$ cat config.mk
export PLATFORM = sky130hd
export DESIGN_NAME = acs_sequencer
export DESIGN_NICKNAME = d
export VERILOG_FILES = /design/src/logic/acs_sequencer.v
export VERILOG_INCLUDE_DIRS = /design/src /design/src/pkg
export SDC_FILE = /design/constraint.sdc
export NUM_CORES = 1
export LEC_CHECK = 0
export BUFFER_PORTS_ARGS = -buffer_cell sky130_fd_sc_hd__buf_2
export CORE_ASPECT_RATIO = 1.25
export CORE_MARGIN = 5
export CORE_UTILIZATION = 63
export CTS_CLUSTER_DIAMETER = 30
export DETAILED_ROUTE_END_ITERATION = 8
export PLACE_DENSITY_LB_ADDON = 0.2
export SLEW_MARGIN = 10
export SYNTH_ARGS = -nofsm -noshare
export SYNTH_HDL_FRONTEND = slang
export SYNTH_SLANG_ARGS = --single-unit
$ cat constraint.sdc
create_clock -name SYS_CLK -period 7.3 [get_ports SYS_CLK]
set_clock_uncertainty 0.1 [all_clocks]
set_input_delay 1.095 -clock SYS_CLK [delete_from_list [all_inputs] [get_ports SYS_CLK]]
set_output_delay 1.095 -clock SYS_CLK [all_outputs]
set_load 0.1 [all_outputs]
$ cat src/pkg/acs_consts.vh
// timing constants for the converter phase sequencer
`ifndef ACS_CONSTS_VH
`define ACS_CONSTS_VH
`define ACS_SYS_CLK_KHZ      25000
`define ACS_OSC_KHZ          20000
`define ACS_OSC_DIV          5
`define ACS_PEAK_KSPS        250
// base period in divided-clock ticks: (osc/div)/peak rate
`define ACS_BASE_TICKS       ((`ACS_OSC_KHZ / `ACS_OSC_DIV) / `ACS_PEAK_KSPS)
`define ACS_SETTLE_US        10
`define ACS_CONV_US          3
`define ACS_SMP_TM_US        29
`define ACS_TICKS_PER_US     ((`ACS_OSC_KHZ / `ACS_OSC_DIV) / 1000)
`define ACS_SETTLE_TICKS     (`ACS_SETTLE_US * `ACS_TICKS_PER_US)
`define ACS_CONV_TICKS       (`ACS_CONV_US * `ACS_TICKS_PER_US)
`define ACS_SMP_TM_TICKS     (`ACS_SMP_TM_US * `ACS_TICKS_PER_US)
`define ACS_TM_MIN_RATE      3
`define ACS_RESULT_W         10
`define ACS_SEL_W            4
`endif

$ cat src/logic/acs_sequencer.v
// converter phase sequencer: settle, sample, convert and idle timing
`timescale 1ns/1ns
// Overview of operation
// - phase lengths are counted in ticks of the fast oscillator rate divided by five.
// - no conversion starts sooner than one peak-rate period after the previous one.
// - in normal modes sampling lasts two to the n base periods minus the three microsecond conversion.
// - a ten microsecond settling phase precedes every single conversion and only the first continuous one.
// - in temperature mode sampling is fixed at twenty-nine microseconds and the rate select changes only idle.
// - temperature idle is two to the n base periods minus sampling and conversion for n of three and up, else zero.
// - temperature conversions run at no more than one eighth of the peak rate.
// - idle is zero for a single temperature conversion and for continuous conversion at peak rate.
// - the continuous temperature period spans thirty-two to five hundred twelve microseconds.
// - each conversion yields a ten-bit result from the converter core.
// - exactly one selected input is routed to the converter during each sampling phase.
`include "acs_consts.vh"
module acs_sequencer #(
    parameter RESULT_W = `ACS_RESULT_W,
    parameter SEL_W    = `ACS_SEL_W
) (
    // clock and reset
    input  wire                SYS_CLK,
    input  wire                RSTN,
    // control from the processor side
    input  wire                START,
    input  wire                STOP,
    input  wire                CONTINUOUS,
    input  wire                TEMP_MODE,
    input  wire [2:0]          SAMPLE_RATE_SELECT,
    input  wire [SEL_W-1:0]    INPUT_SELECT,
    // converter core
    input  wire [RESULT_W-1:0] CORE_RESULT,
    output reg                 SAMPLE_EN,
    output reg                 CONVERT_EN,
    output reg                 SELECTOR_EN,
    output reg  [SEL_W-1:0]    SELECTOR_CHANNEL,
    // status and result
    output reg                 BUSY,
    output reg                 DONE,
    output reg  [RESULT_W-1:0] RESULT
);

    // phase states; idle also stands for a stopped or finished run
    localparam ST_IDLE   = 3'h0;
    localparam ST_SETTLE = 3'h1;
    localparam ST_SAMPLE = 3'h2;
    localparam ST_CONV   = 3'h3;
    localparam ST_GAP    = 3'h4;

    // phase lengths in divided-clock ticks, sixteen ticks to one base period
    localparam [15:0] BASE_T   = `ACS_BASE_TICKS;
    localparam [15:0] SETTLE_T = `ACS_SETTLE_TICKS;
    localparam [15:0] CONV_T   = `ACS_CONV_TICKS;
    localparam [15:0] SMPTM_T  = `ACS_SMP_TM_TICKS;
    localparam [2:0]  TM_MIN   = `ACS_TM_MIN_RATE;

    // divider from system clock to the divided oscillator rate
    // the system clock is no integer multiple of the divided rate, so a plain
    // counter would drift; the accumulator keeps the long-run rate exact at
    // the cost of one clock of jitter on each tick
    localparam integer DIV_NUM = `ACS_OSC_KHZ / `ACS_OSC_DIV;
    localparam integer DIV_DEN = `ACS_SYS_CLK_KHZ;

    // latched configuration and phase bookkeeping
    reg  [15:0] acc_q;
    reg         tick_q;
    reg  [2:0]  state_q;
    reg  [15:0] cnt_q;
    reg  [2:0]  rate_q;
    reg         cont_q;
    reg         temp_q;
    reg  [SEL_W-1:0] chan_q;
    reg         stop_q;
    wire [15:0] period_t;
    wire [15:0] smp_t;
    wire [15:0] gap_t;
    wire        last;

    // fractional accumulator gives 4 MHz average enables from 25 MHz
    always @(posedge SYS_CLK) begin
        if (!RSTN) begin
            acc_q  <= 16'h0000;
            tick_q <= 1'b0;
        end else if (acc_q + DIV_NUM[15:0] >= DIV_DEN[15:0]) begin
            acc_q  <= acc_q + DIV_NUM[15:0] - DIV_DEN[15:0];
            tick_q <= 1'b1;
        end else begin
            acc_q  <= acc_q + DIV_NUM[15:0];
            tick_q <= 1'b0;
        end
    end

    // phase lengths derived from the latched rate select
    assign period_t = BASE_T << rate_q;
    assign smp_t    = temp_q ? SMPTM_T : (period_t - CONV_T);
    // the rate select only stretches the gap in temperature mode
    // a clamp keeps temperature mode at no less than eight base periods
    assign gap_t    = (!temp_q) ? 16'h0000 :
                      (rate_q < TM_MIN) ? 16'h0000 :
                      (period_t - SMPTM_T - CONV_T);
    // the phase ends on the tick that finds one left, so a load of n gives n ticks
    assign last     = (cnt_q <= 16'h0001);

    // phase sequencer; phases advance on divided-clock enables, while start and a stop in the gap act at once
    // reset clears every phase output so the core never sees a stale enable
    always @(posedge SYS_CLK) begin
        if (!RSTN) begin
            state_q          <= ST_IDLE;
            cnt_q            <= 16'h0000;
            rate_q           <= 3'h0;
            cont_q           <= 1'b0;
            temp_q           <= 1'b0;
            chan_q           <= {SEL_W{1'b0}};
            stop_q           <= 1'b0;
            SAMPLE_EN        <= 1'b0;
            CONVERT_EN       <= 1'b0;
            SELECTOR_EN      <= 1'b0;
            SELECTOR_CHANNEL <= {SEL_W{1'b0}};
            BUSY             <= 1'b0;
            DONE             <= 1'b0;
            RESULT           <= {RESULT_W{1'b0}};
        end else begin
            // done is a one-cycle pulse, raised again only by the conversion end
            DONE <= 1'b0;
            // stop request held until the current cycle ends
            if (STOP && state_q != ST_IDLE)
                stop_q <= 1'b1;
            case (state_q)
                ST_IDLE: begin
                    // configuration is latched only here, so a mid-run change waits
                    stop_q <= 1'b0;
                    if (START) begin
                        rate_q  <= SAMPLE_RATE_SELECT;
                        cont_q  <= CONTINUOUS;
                        temp_q  <= TEMP_MODE;
                        chan_q  <= INPUT_SELECT;
                        cnt_q   <= SETTLE_T;
                        BUSY    <= 1'b1;
                        state_q <= ST_SETTLE;
                    end
                end
                ST_SETTLE: begin
                    // settling happens once per run; continuous cycles skip it
                    if (tick_q) begin
                        if (last) begin
                            cnt_q            <= smp_t;
                            SELECTOR_CHANNEL <= chan_q;
                            SELECTOR_EN      <= 1'b1;
                            SAMPLE_EN        <= 1'b1;
                            state_q          <= ST_SAMPLE;
                        end else begin
                            cnt_q <= cnt_q - 16'h0001;
                        end
                    end
                end
                ST_SAMPLE: begin
                    // selector and sampling enables drop together at the end
                    if (tick_q) begin
                        if (last) begin
                            cnt_q       <= CONV_T;
                            SAMPLE_EN   <= 1'b0;
                            SELECTOR_EN <= 1'b0;
                            CONVERT_EN  <= 1'b1;
                            state_q     <= ST_CONV;
                        end else begin
                            cnt_q <= cnt_q - 16'h0001;
                        end
                    end
                end
                ST_CONV: begin
                    // result taken on the last tick, while the core still holds it
                    if (tick_q) begin
                        if (last) begin
                            CONVERT_EN <= 1'b0;
                            RESULT     <= CORE_RESULT;
                            DONE       <= 1'b1;
                            if (!cont_q || stop_q || STOP) begin
                                // single temperature conversion has no idle phase
                                BUSY    <= 1'b0;
                                state_q <= ST_IDLE;
                            end else if (gap_t == 16'h0000) begin
                                cnt_q            <= smp_t;
                                SELECTOR_CHANNEL <= chan_q;
                                SELECTOR_EN      <= 1'b1;
                                SAMPLE_EN        <= 1'b1;
                                state_q          <= ST_SAMPLE;
                            end else begin
                                cnt_q   <= gap_t;
                                state_q <= ST_GAP;
                            end
                        end else begin
                            cnt_q <= cnt_q - 16'h0001;
                        end
                    end
                end
                ST_GAP: begin
                    // a stop in the gap ends the run at once: nothing is in flight
                    if (stop_q || STOP) begin
                        BUSY    <= 1'b0;
                        state_q <= ST_IDLE;
                    end else if (tick_q) begin
                        if (last) begin
                            cnt_q            <= smp_t;
                            SELECTOR_CHANNEL <= chan_q;
                            SELECTOR_EN      <= 1'b1;
                            SAMPLE_EN        <= 1'b1;
                            state_q          <= ST_SAMPLE;
                        end else begin
                            cnt_q <= cnt_q - 16'h0001;
                        end
                    end
                end
                default: begin
                    // unused codes fall back to idle rather than lock up
                    state_q <= ST_IDLE;
                end
            endcase
        end
    end

endmodule // acs_sequencer

==> results of run 1 <==
-- power by group through the flow --
stage | combinational (mW) | clock, mW | sequential [mW]
after floorplan | 0.307 | 0 | 0.405
after global placement | 0.346 | 0 | 0.419
after detailed placement | 0.354 | 0 | 0.420
after CTS | 0.356 | 0.339 | 0.413
after global routing | 0.403 | 0.354 | 0.419
final | 0.360 | 0.333 | 0.414
-- kinds of logic (layout without fill, tap and decap cells) --
family | count (synthesis) | in the layout | synth area share, %
and+or+nand+nor | 174 | 174 | 24.5
xor gates and xnor gates | 15 | 15 | 3.76
adders and majority gates | 8 | 8 | 2.71
AOI/OAI and AO/OA | 139 | 139 | 27.1
DFF | 62 | 62 | 33.6
buffers and inverters | 47 | 72 | 5.56
muxes | 10 | 10 | 2.78
-- metal layers --
layer,vias up,track usage [%],routed length [um]
met5,-,0,0
met4,0,10.9,246
met3,24,5.10,328
met2,91,44.0,4620
met1,1640,27.3,3660
li1,1725,-,-
-- worst reg2reg max path: stages, from the launching register on --
cell,delay (ns)
dfxtp_1,0.35
nor4_1,0.89
nand2_1,0.41
nor2_2,0.49
nand2_1,0.23
nor3_1,0.87
a22o_1,0.25
-- cell usage after synthesis (4+ instances only) --
library cell  number
dfxtp_1           62
nand2_1           55
a21oi_1           33
nor2_1            28
o21ai_0           20
clkbuf_1          19
nor3_1            17
inv_1             15
nor4_1            14
xnor2_1           12
a22o_1            10
buf_2             10
a31oi_1            8
ha_1               8
mux2i_1            8
nand3_1            7
o211ai_1           7
o21a_1             7
nor3b_1            6
o31ai_1            6
or4_1              6
nand2b_1           5
nor2b_1            5
o22ai_1            5
a211oi_1           4
nand3b_1           4
o2111ai_1          4
or3_1              4
-- area by class of cell --
type                    count  area [sq um]
clock buffers              10           128
clock inverters             6          86.3
fillers                   481          1690
inverters                  15          56.3
multi-input cells         346          2250
flip-flops and latches     62          1240
well taps                  66          82.6
repair buffers             41           205
-- worst paths after layout --
kind             start   endpoint  slack (ns)  depth (start not counted)
min          chan_q[1]  chan_q[1]        0.36                          2
min reg2reg  chan_q[1]  chan_q[1]        0.36                          2
max reg2reg   cnt_q[2]  RESULT[7]        3.66                          6
max           cnt_q[2]  RESULT[7]        3.66                          6
-- state kept, by name, indices dropped and copies added, names as in the netlist --
| name | count |
|---|---|
| cnt_q | 16 |
| acc_q | 13 |
| RESULT | 10 |
| SELECTOR_CHANNEL | 4 |
| chan_q | 4 |
| rate_q | 3 |
| state_q | 3 |
| BUSY | 1 |
| CONVERT_EN | 1 |
| DONE | 1 |
| SAMPLE_EN | 1 |
| SELECTOR_EN | 1 |
| cont_q | 1 |
| stop_q | 1 |
| temp_q | 1 |
| tick_q | 1 |
-- per-stage QoR --
stage          instance area, sq um  setup slack [ns]  cells  utilization (%)
3_5_place_dp                   3830              3.71    530             66.8
5_1_grt                        4050              3.23    546             70.5
2_1_floorplan                  3690              4.56    455                -
3_3_place_gp                   3830              3.86    530             66.8
6_report                       4050              3.66    546             70.5
4_1_cts                        4050              3.73    546             70.5
-- cell usage in the layout, fill, tap and decap left out, types with 8 or more instances in the layout --
cell,instances
a22o_1,10
clkbuf_8,9
nor2_1,28
inv_1,15
o21ai_0,20
dfxtp_1,62
mux2i_1,8
nor4_1,14
a21oi_1,33
nand2_1,55
a31oi_1,8
xnor2_1,12
nor3_1,17
buf_2,41
ha_1,8
==> Flow_metrics.wiki, run 1 <==
{| class="wikitable"
! Metric !! Value
|-
| IR drop worst, VDD || 0.212 mV
|-
| Number of routed nets with antenna violations || 0
|-
| Total leakage power || 1.57 nW
|-
| Kind of start point of the critical path || flop
|-
| Post-synth top area share || 33.6%
|-
| Internal || 701 uW
|-
| Cell count after synthesis || 455
|-
| Max cap viols || 0
|-
| Leading area contributor after synthesis || dfxtp_1
|-
| Via count of the first global-routing pass || 3171
|-
| Worst-path clk slew || 0.07 ns
|-
| Net count after synthesis || 486
|-
| Remaining DRCs || 0
|-
| Portion of total power attributed to the clock network || 30.1%
|-
| Number of buffers inserted by hold repair at cts || 0
|-
| Floorplan Core Area || 5740 sq um
|-
| Result of the run || finished, final reports clean
|-
| Sinks on Clock Net || 62
|-
| Dominant cell type by count on the critical path || nand2_1
|-
| Sequential Power Share || 37.4%
|-
| Net switching power of the design || 405 uW
|-
| Clock latency of the later-clocked register in the worst-skew pair || 0.35 ns
|-
| Max-Slew Margin vs Limit || 27.3%
|-
| Antenna violations before repair || 0
|-
| Critical path capture point type || flop
|-
| CP Buf/Inv Count || 0
|-
| Number of synthesized register bits || 62
|-
| Die boundary height || 95.6 um
|-
| Clock period minus worst slack || 3.64 ns
|-
| Delay of the slowest critical-path stage || 0.89 ns
|-
| Count of inserted antenna diode cells || 0
|-
| Post-synthesis area per instance || 8.12 sq um
|-
| Post-CTS Setup Repair Bufs || 0
|-
| TritonCTS clock tree || built
|-
| Number of placement rows || 31
|-
| Share of power burned in combinational logic || 32.5%
|-
| Total CTS buffers || 9
|-
| Unrepaired setup endpoints after global routing || no
|-
| Max frequency || 275 MHz
|-
| Iteration-0 DRC Markers || 275
|-
| CP top delay family || simple AND/OR/NAND/NOR gates
|-
| Warnings from Yosys || 0
|-
| Die area || 7500 sq um
|-
| Fraction of final layout cells sized beyond drive strength 1 || 16.3%
|-
| Crit Path Category || reg -> reg
|-
| Final number of setup-violating endpoints || 0
|-
| Async set-or-reset flop fraction in the synthesized netlist || 0%
|-
| First-pass GRT wire length || 14.5 mm
|-
| Leading register cell type out of synthesis || dfxtp_1
|-
| CTS max path bufs || 2
|-
| Pin count of the biggest net entering global routing || 35
|-
| Cell at the root of the clock tree || clkbuf_8
|-
| Worst hold path type || reg -> reg
|-
| Total negative setup slack || 0 ns
|-
| GRT Residual Overflow || 0
|-
| Count of flip-flops with a built-in enable after synthesis || 0
|-
| H-tree depth || 3
|-
| Critical Path, Cell by Cell || nor4_1 > nand2_1 > nor2_2 > nand2_1 > nor3_1 > a22o_1
|-
| Number of instances resized during post-cts repair || 0
|-
| Effective utilization at floorplan || 64.3%
|-
| Top area cells in the synthesized netlist || dfxtp_1 (34%), nand2_1 (5.6%), a21oi_1 (4.5%)
|-
| Area grow syn2layout || 9.55%
|-
| Final clock period utilization by the worst path || 49.8%
|-
| Number of distinct standard cells referenced by the synthesized netlist || 67
|-
| I/O pin count || 42
|-
| Via count || 3480
|-
| Worst hold margin || 0.357 ns
|-
| Final Max Slew Viols || 0
|-
| Die extent in x || 78.5 um
|-
| Tot GR Track Use || 24.3%
|-
| Cell area after synthesis || 3690 sq um
|-
| Number of detailed-routing iterations run before antenna repair || 5
|-
| Detailed Place HPWL || 6.26 mm
|-
| Pwr dens || 274 nW/um^2
|-
| Via-per-instance ratio || 6.37
|-
| Worst slew pin tran || 1.08 ns
|-
| Overall power after layout || 1.11 mW
|-
| Switching power as a share of total power || 36.6%
|-
| Endpoint arrival time on the critical path || 3.83 ns
|-
| Hold Fails Final Rpt || 0
|-
| Routed wire length || 8.85 mm
|-
| Buffers added on ports || 41
|-
| Sequential fraction of the synthesis area || 33.6%
|-
| Critical-path maximum fanout || 12
|-
| Avg WL per Cell || 16.2 um
|-
| Net count, final || 506
|-
| Final RePlAce weighted congestion || 0.878
|-
| Required time of the worst setup path || 7.49 ns
|-
| Library cell contributing the largest single delay on the critical path || nor4_1
|}
(Power assumes the default switching activity.)
==> run 2, diff against run 1 <==
--- a/config.mk
+++ b/config.mk
@@ -9,7 +9,7 @@
 export BUFFER_PORTS_ARGS = -buffer_cell sky130_fd_sc_hd__buf_2
 export CORE_ASPECT_RATIO = 1.25
 export CORE_MARGIN = 5
-export CORE_UTILIZATION = 63
+export CORE_UTILIZATION = 59
 export CTS_CLUSTER_DIAMETER = 30
 export DETAILED_ROUTE_END_ITERATION = 8
 export PLACE_DENSITY_LB_ADDON = 0.2
==> constraint.sdc (replaced) <==
create_clock -name SYS_CLK -period 3.5 [get_ports SYS_CLK]
set_clock_uncertainty 0.1 [all_clocks]
set_input_delay 0.525 -clock SYS_CLK [delete_from_list [all_inputs] [get_ports SYS_CLK]]
set_output_delay 0.525 -clock SYS_CLK [all_outputs]
set_load 0.1 [all_outputs]
==> run 2 against run 1 <==
Against the previous run: routed wire length rose by 4.9%; global-route usage rose by 0.69 points; first-iteration DRC count fell by 13%; die area rose by 6.0%; sequential share of layout area fell by 0.69 points; design area rose by 2.3%; combinational power rose by 120%; clock power rose by 110%; power rose by 110%; setup slack got worse by 3.1 ns; highest routed layer unchanged.
==> Flow_metrics.wiki, run 2 (synthesized netlist as in run 1, its figures left out) <==
{| class="wikitable"
! Metric !! Value
|-
| Die boundary height || 98.5 um (+3.0%)
|-
| Minimum setup slack among reg-to-reg paths || 0.58 ns (-3.09 ns)
|-
| Max cap viols || 0 (unchanged)
|-
| Worst-path clk slew || 0.07 ns (about the same)
|-
| Via count of the first global-routing pass || 3449 (+8.8%)
|-
| Total negative setup slack || 0 ns (unchanged)
|-
| Final RePlAce weighted congestion || 0.945 (+7.6%)
|-
| TritonCTS clock tree || built
|-
| Capture point of the worst reg-to-reg path || acc_q[9]
|-
| Required time of the worst setup path || 3.67 ns (-3.82 ns)
|-
| CTS max path bufs || 2 (unchanged)
|-
| Final number of setup-violating endpoints || 0 (unchanged)
|-
| Count of inserted antenna diode cells || 0 (unchanged)
|-
| Floorplan Core Area || 6130 sq um (+6.7%)
|-
| Buffers added on ports || 41 (unchanged)
|-
| First-pass GRT wire length || 15.8 mm (+8.6%)
|-
| H-tree depth || 3 (unchanged)
|-
| Max frequency || 342 MHz (+24%)
|-
| Total leakage power || 1.61 nW (+2.7%)
|-
| Most flop-heavy register || cnt_q
|-
| Critical path capture point type || flop
|-
| Avg WL per Cell || 16.2 um (+0.13%)
|-
| Kind of start point of the critical path || flop
|-
| Fraction of final layout cells sized beyond drive strength 1 || 17.5% (+1.2 points)
|-
| Flip-flop count of the largest register, all copies and words added || 16 (unchanged)
|-
| Final Max Slew Viols || 0 (unchanged)
|-
| Number of routed nets with antenna violations || 0 (unchanged)
|-
| Iteration-0 DRC Markers || 240 (-13%)
|-
| Post-CTS Setup Repair Bufs || 0 (unchanged)
|-
| Number of placement rows || 32 (+3.2%)
|-
| Result of the run || finished, final reports clean
|-
| Max-Slew Margin vs Limit || 51.2% (+24 points)
|-
| Worst hold margin || 0.288 ns (-0.0686 ns)
|-
| Commonest non-fill, non-tap cell in the layout || dfxtp_1
|-
| Die extent in x || 80.8 um (+2.9%)
|-
| Net switching power of the design || 856 uW (+110%)
|-
| R2R cell count || 7 (+1)
|-
| Sinks on Clock Net || 62 (unchanged)
|-
| End point of the most critical hold path || RESULT[2]
|-
| Die area || 7950 sq um (+6.0%)
|-
| Number of instances resized during post-cts repair || 0 (unchanged)
|-
| Routed wire length || 9.29 mm (+4.9%)
|-
| Overall power after layout || 2.37 mW (+110%)
|-
| Internal || 1.51 mW (+120%)
|-
| Registers with the most flip-flops || cnt_q x16, acc_q x13, RESULT x10
|-
| Tot GR Track Use || 25.0% (+0.69 points)
|-
| Number of instances on the worst hold path || 2 (unchanged)
|-
| Worst slew pin tran || 0.714 ns (-0.369 ns)
|-
| Pin count of the biggest net entering global routing || 23 (-34%)
|-
| Number of standard cells in the final layout excluding fillers || 572 (+4.8%)
|-
| Final clock period utilization by the worst path || 83.6% (+34 points)
|-
| Commonest non-fill, non-tap cells in the layout || dfxtp_1 (62), nand2_1 (55), buf_2 (41), a21oi_1 (33), nor2_1 (28)
|-
| Area grow syn2layout || 12.1%
|-
| Share of power burned in combinational logic || 33.3% (+0.8 points)
|-
| Startpoint of the most critical register-to-register path || acc_q[5]
|-
| Via-per-instance ratio || 6.12 (-3.9%)
|-
| Via count || 3503 (+0.66%)
|-
| Detailed Place HPWL || 6.70 mm (+7.1%)
|-
| Endpoint arrival time on the critical path || 3.10 ns (-0.73 ns)
|-
| I/O pin count || 42 (unchanged)
|-
| Unrepaired setup endpoints after global routing || no
|-
| Number of buffers inserted by hold repair at cts || 0 (unchanged)
|-
| Effective utilization at floorplan || 60.3% (-4.0 points)
|-
| Cell at the root of the clock tree || clkbuf_8
|-
| Portion of total power attributed to the clock network || 29.8% (-0.3 points)
|-
| GRT Residual Overflow || 0 (unchanged)
|-
| Pwr dens || 572 nW/um^2 (+110%)
|-
| Clock period minus worst slack || 2.92 ns (-0.713 ns)
|-
| Critical-path maximum fanout || 9 (-3)
|-
| Total CTS buffers || 9 (unchanged)
|-
| Worst hold path type || in -> reg
|-
| Remaining DRCs || 0 (unchanged)
|-
| Hold Startpoint || CORE_RESULT[2]
|-
| Number of detailed-routing iterations run before antenna repair || 5 (unchanged)
|-
| Switching power as a share of total power || 36.1% (-0.49 points)
|-
| Net count, final || 514 (+1.6%)
|-
| Clock latency of the later-clocked register in the worst-skew pair || 0.35 ns (about the same)
|-
| Hold Fails Final Rpt || 0 (unchanged)
|-
| Antenna violations before repair || 0 (unchanged)
|-
| Crit Path Category || reg -> reg
|-
| Cell count after placement || 557 (+5.1%)
|-
| IR drop worst, VDD || 0.481 mV (+130%)
|-
| Sequential Power Share || 36.9% (-0.5 points)
|}
==> run 2: cell type report <==
cell class              count  area (sq um)
multi-input cells         346          2250
fillers                   530          1990
flip-flops and latches     62          1240
repair buffers             49           265
clock buffers              12           155
well taps                  85           106
clock inverters             3          67.6
inverters                  15          56.3
==> run 2: worst max-delay path by stage <==
stage | cells past startpoint | startpoint | endpoint
2_1_floorplan | 9 | acc_q[5] | acc_q[6]
3_3_place_gp | 6 | cnt_q[10] | cnt_q[6]
3_5_place_dp | 7 | acc_q[5] | acc_q[9]
4_1_cts | 7 | acc_q[5] | acc_q[9]
5_1_grt | 6 | state_q[2] | cnt_q[8]
6_report | 7 | acc_q[5] | acc_q[9]
==> run 2: metrics by stage <==
step	utilization, %	area (sq um)	setup WS [ns]
after floorplan	-	3690	0.758
after global placement	63.9	3920	0.677
after detailed placement	63.9	3920	0.650
after CTS	67.6	4140	0.617
after global routing	67.6	4140	0.276
final	67.6	4140	0.576
==> run 2: worst max-delay path, cell delays in order (launching register included) <==
cell       delay (ns)
dfxtp_1          0.40
ha_1             0.33
or4_1            0.59
o2111ai_2        0.31
xor2_2           0.36
and3_1           0.41
or3_1            0.17
mux2i_1          0.17
==> run 2: metal layers <==
metal	global-route usage, %	wire length [um]	vias to the layer above
met3	4.02	377	34
met5	0	0	-
met2	43.2	4840	104
met1	27.9	3670	1625
met4	15.9	401	0
li1	-	-	1740
==> run 2: power groups by stage <==
stage               clock network, mW  logic, mW  registers, mW
floorplan                           0      0.640          0.844
global placement                    0      0.764          0.879
detailed placement                  0      0.770          0.882
CTS                             0.717      0.781          0.866
global route                    0.747      0.881          0.879
finish                          0.706      0.788          0.872
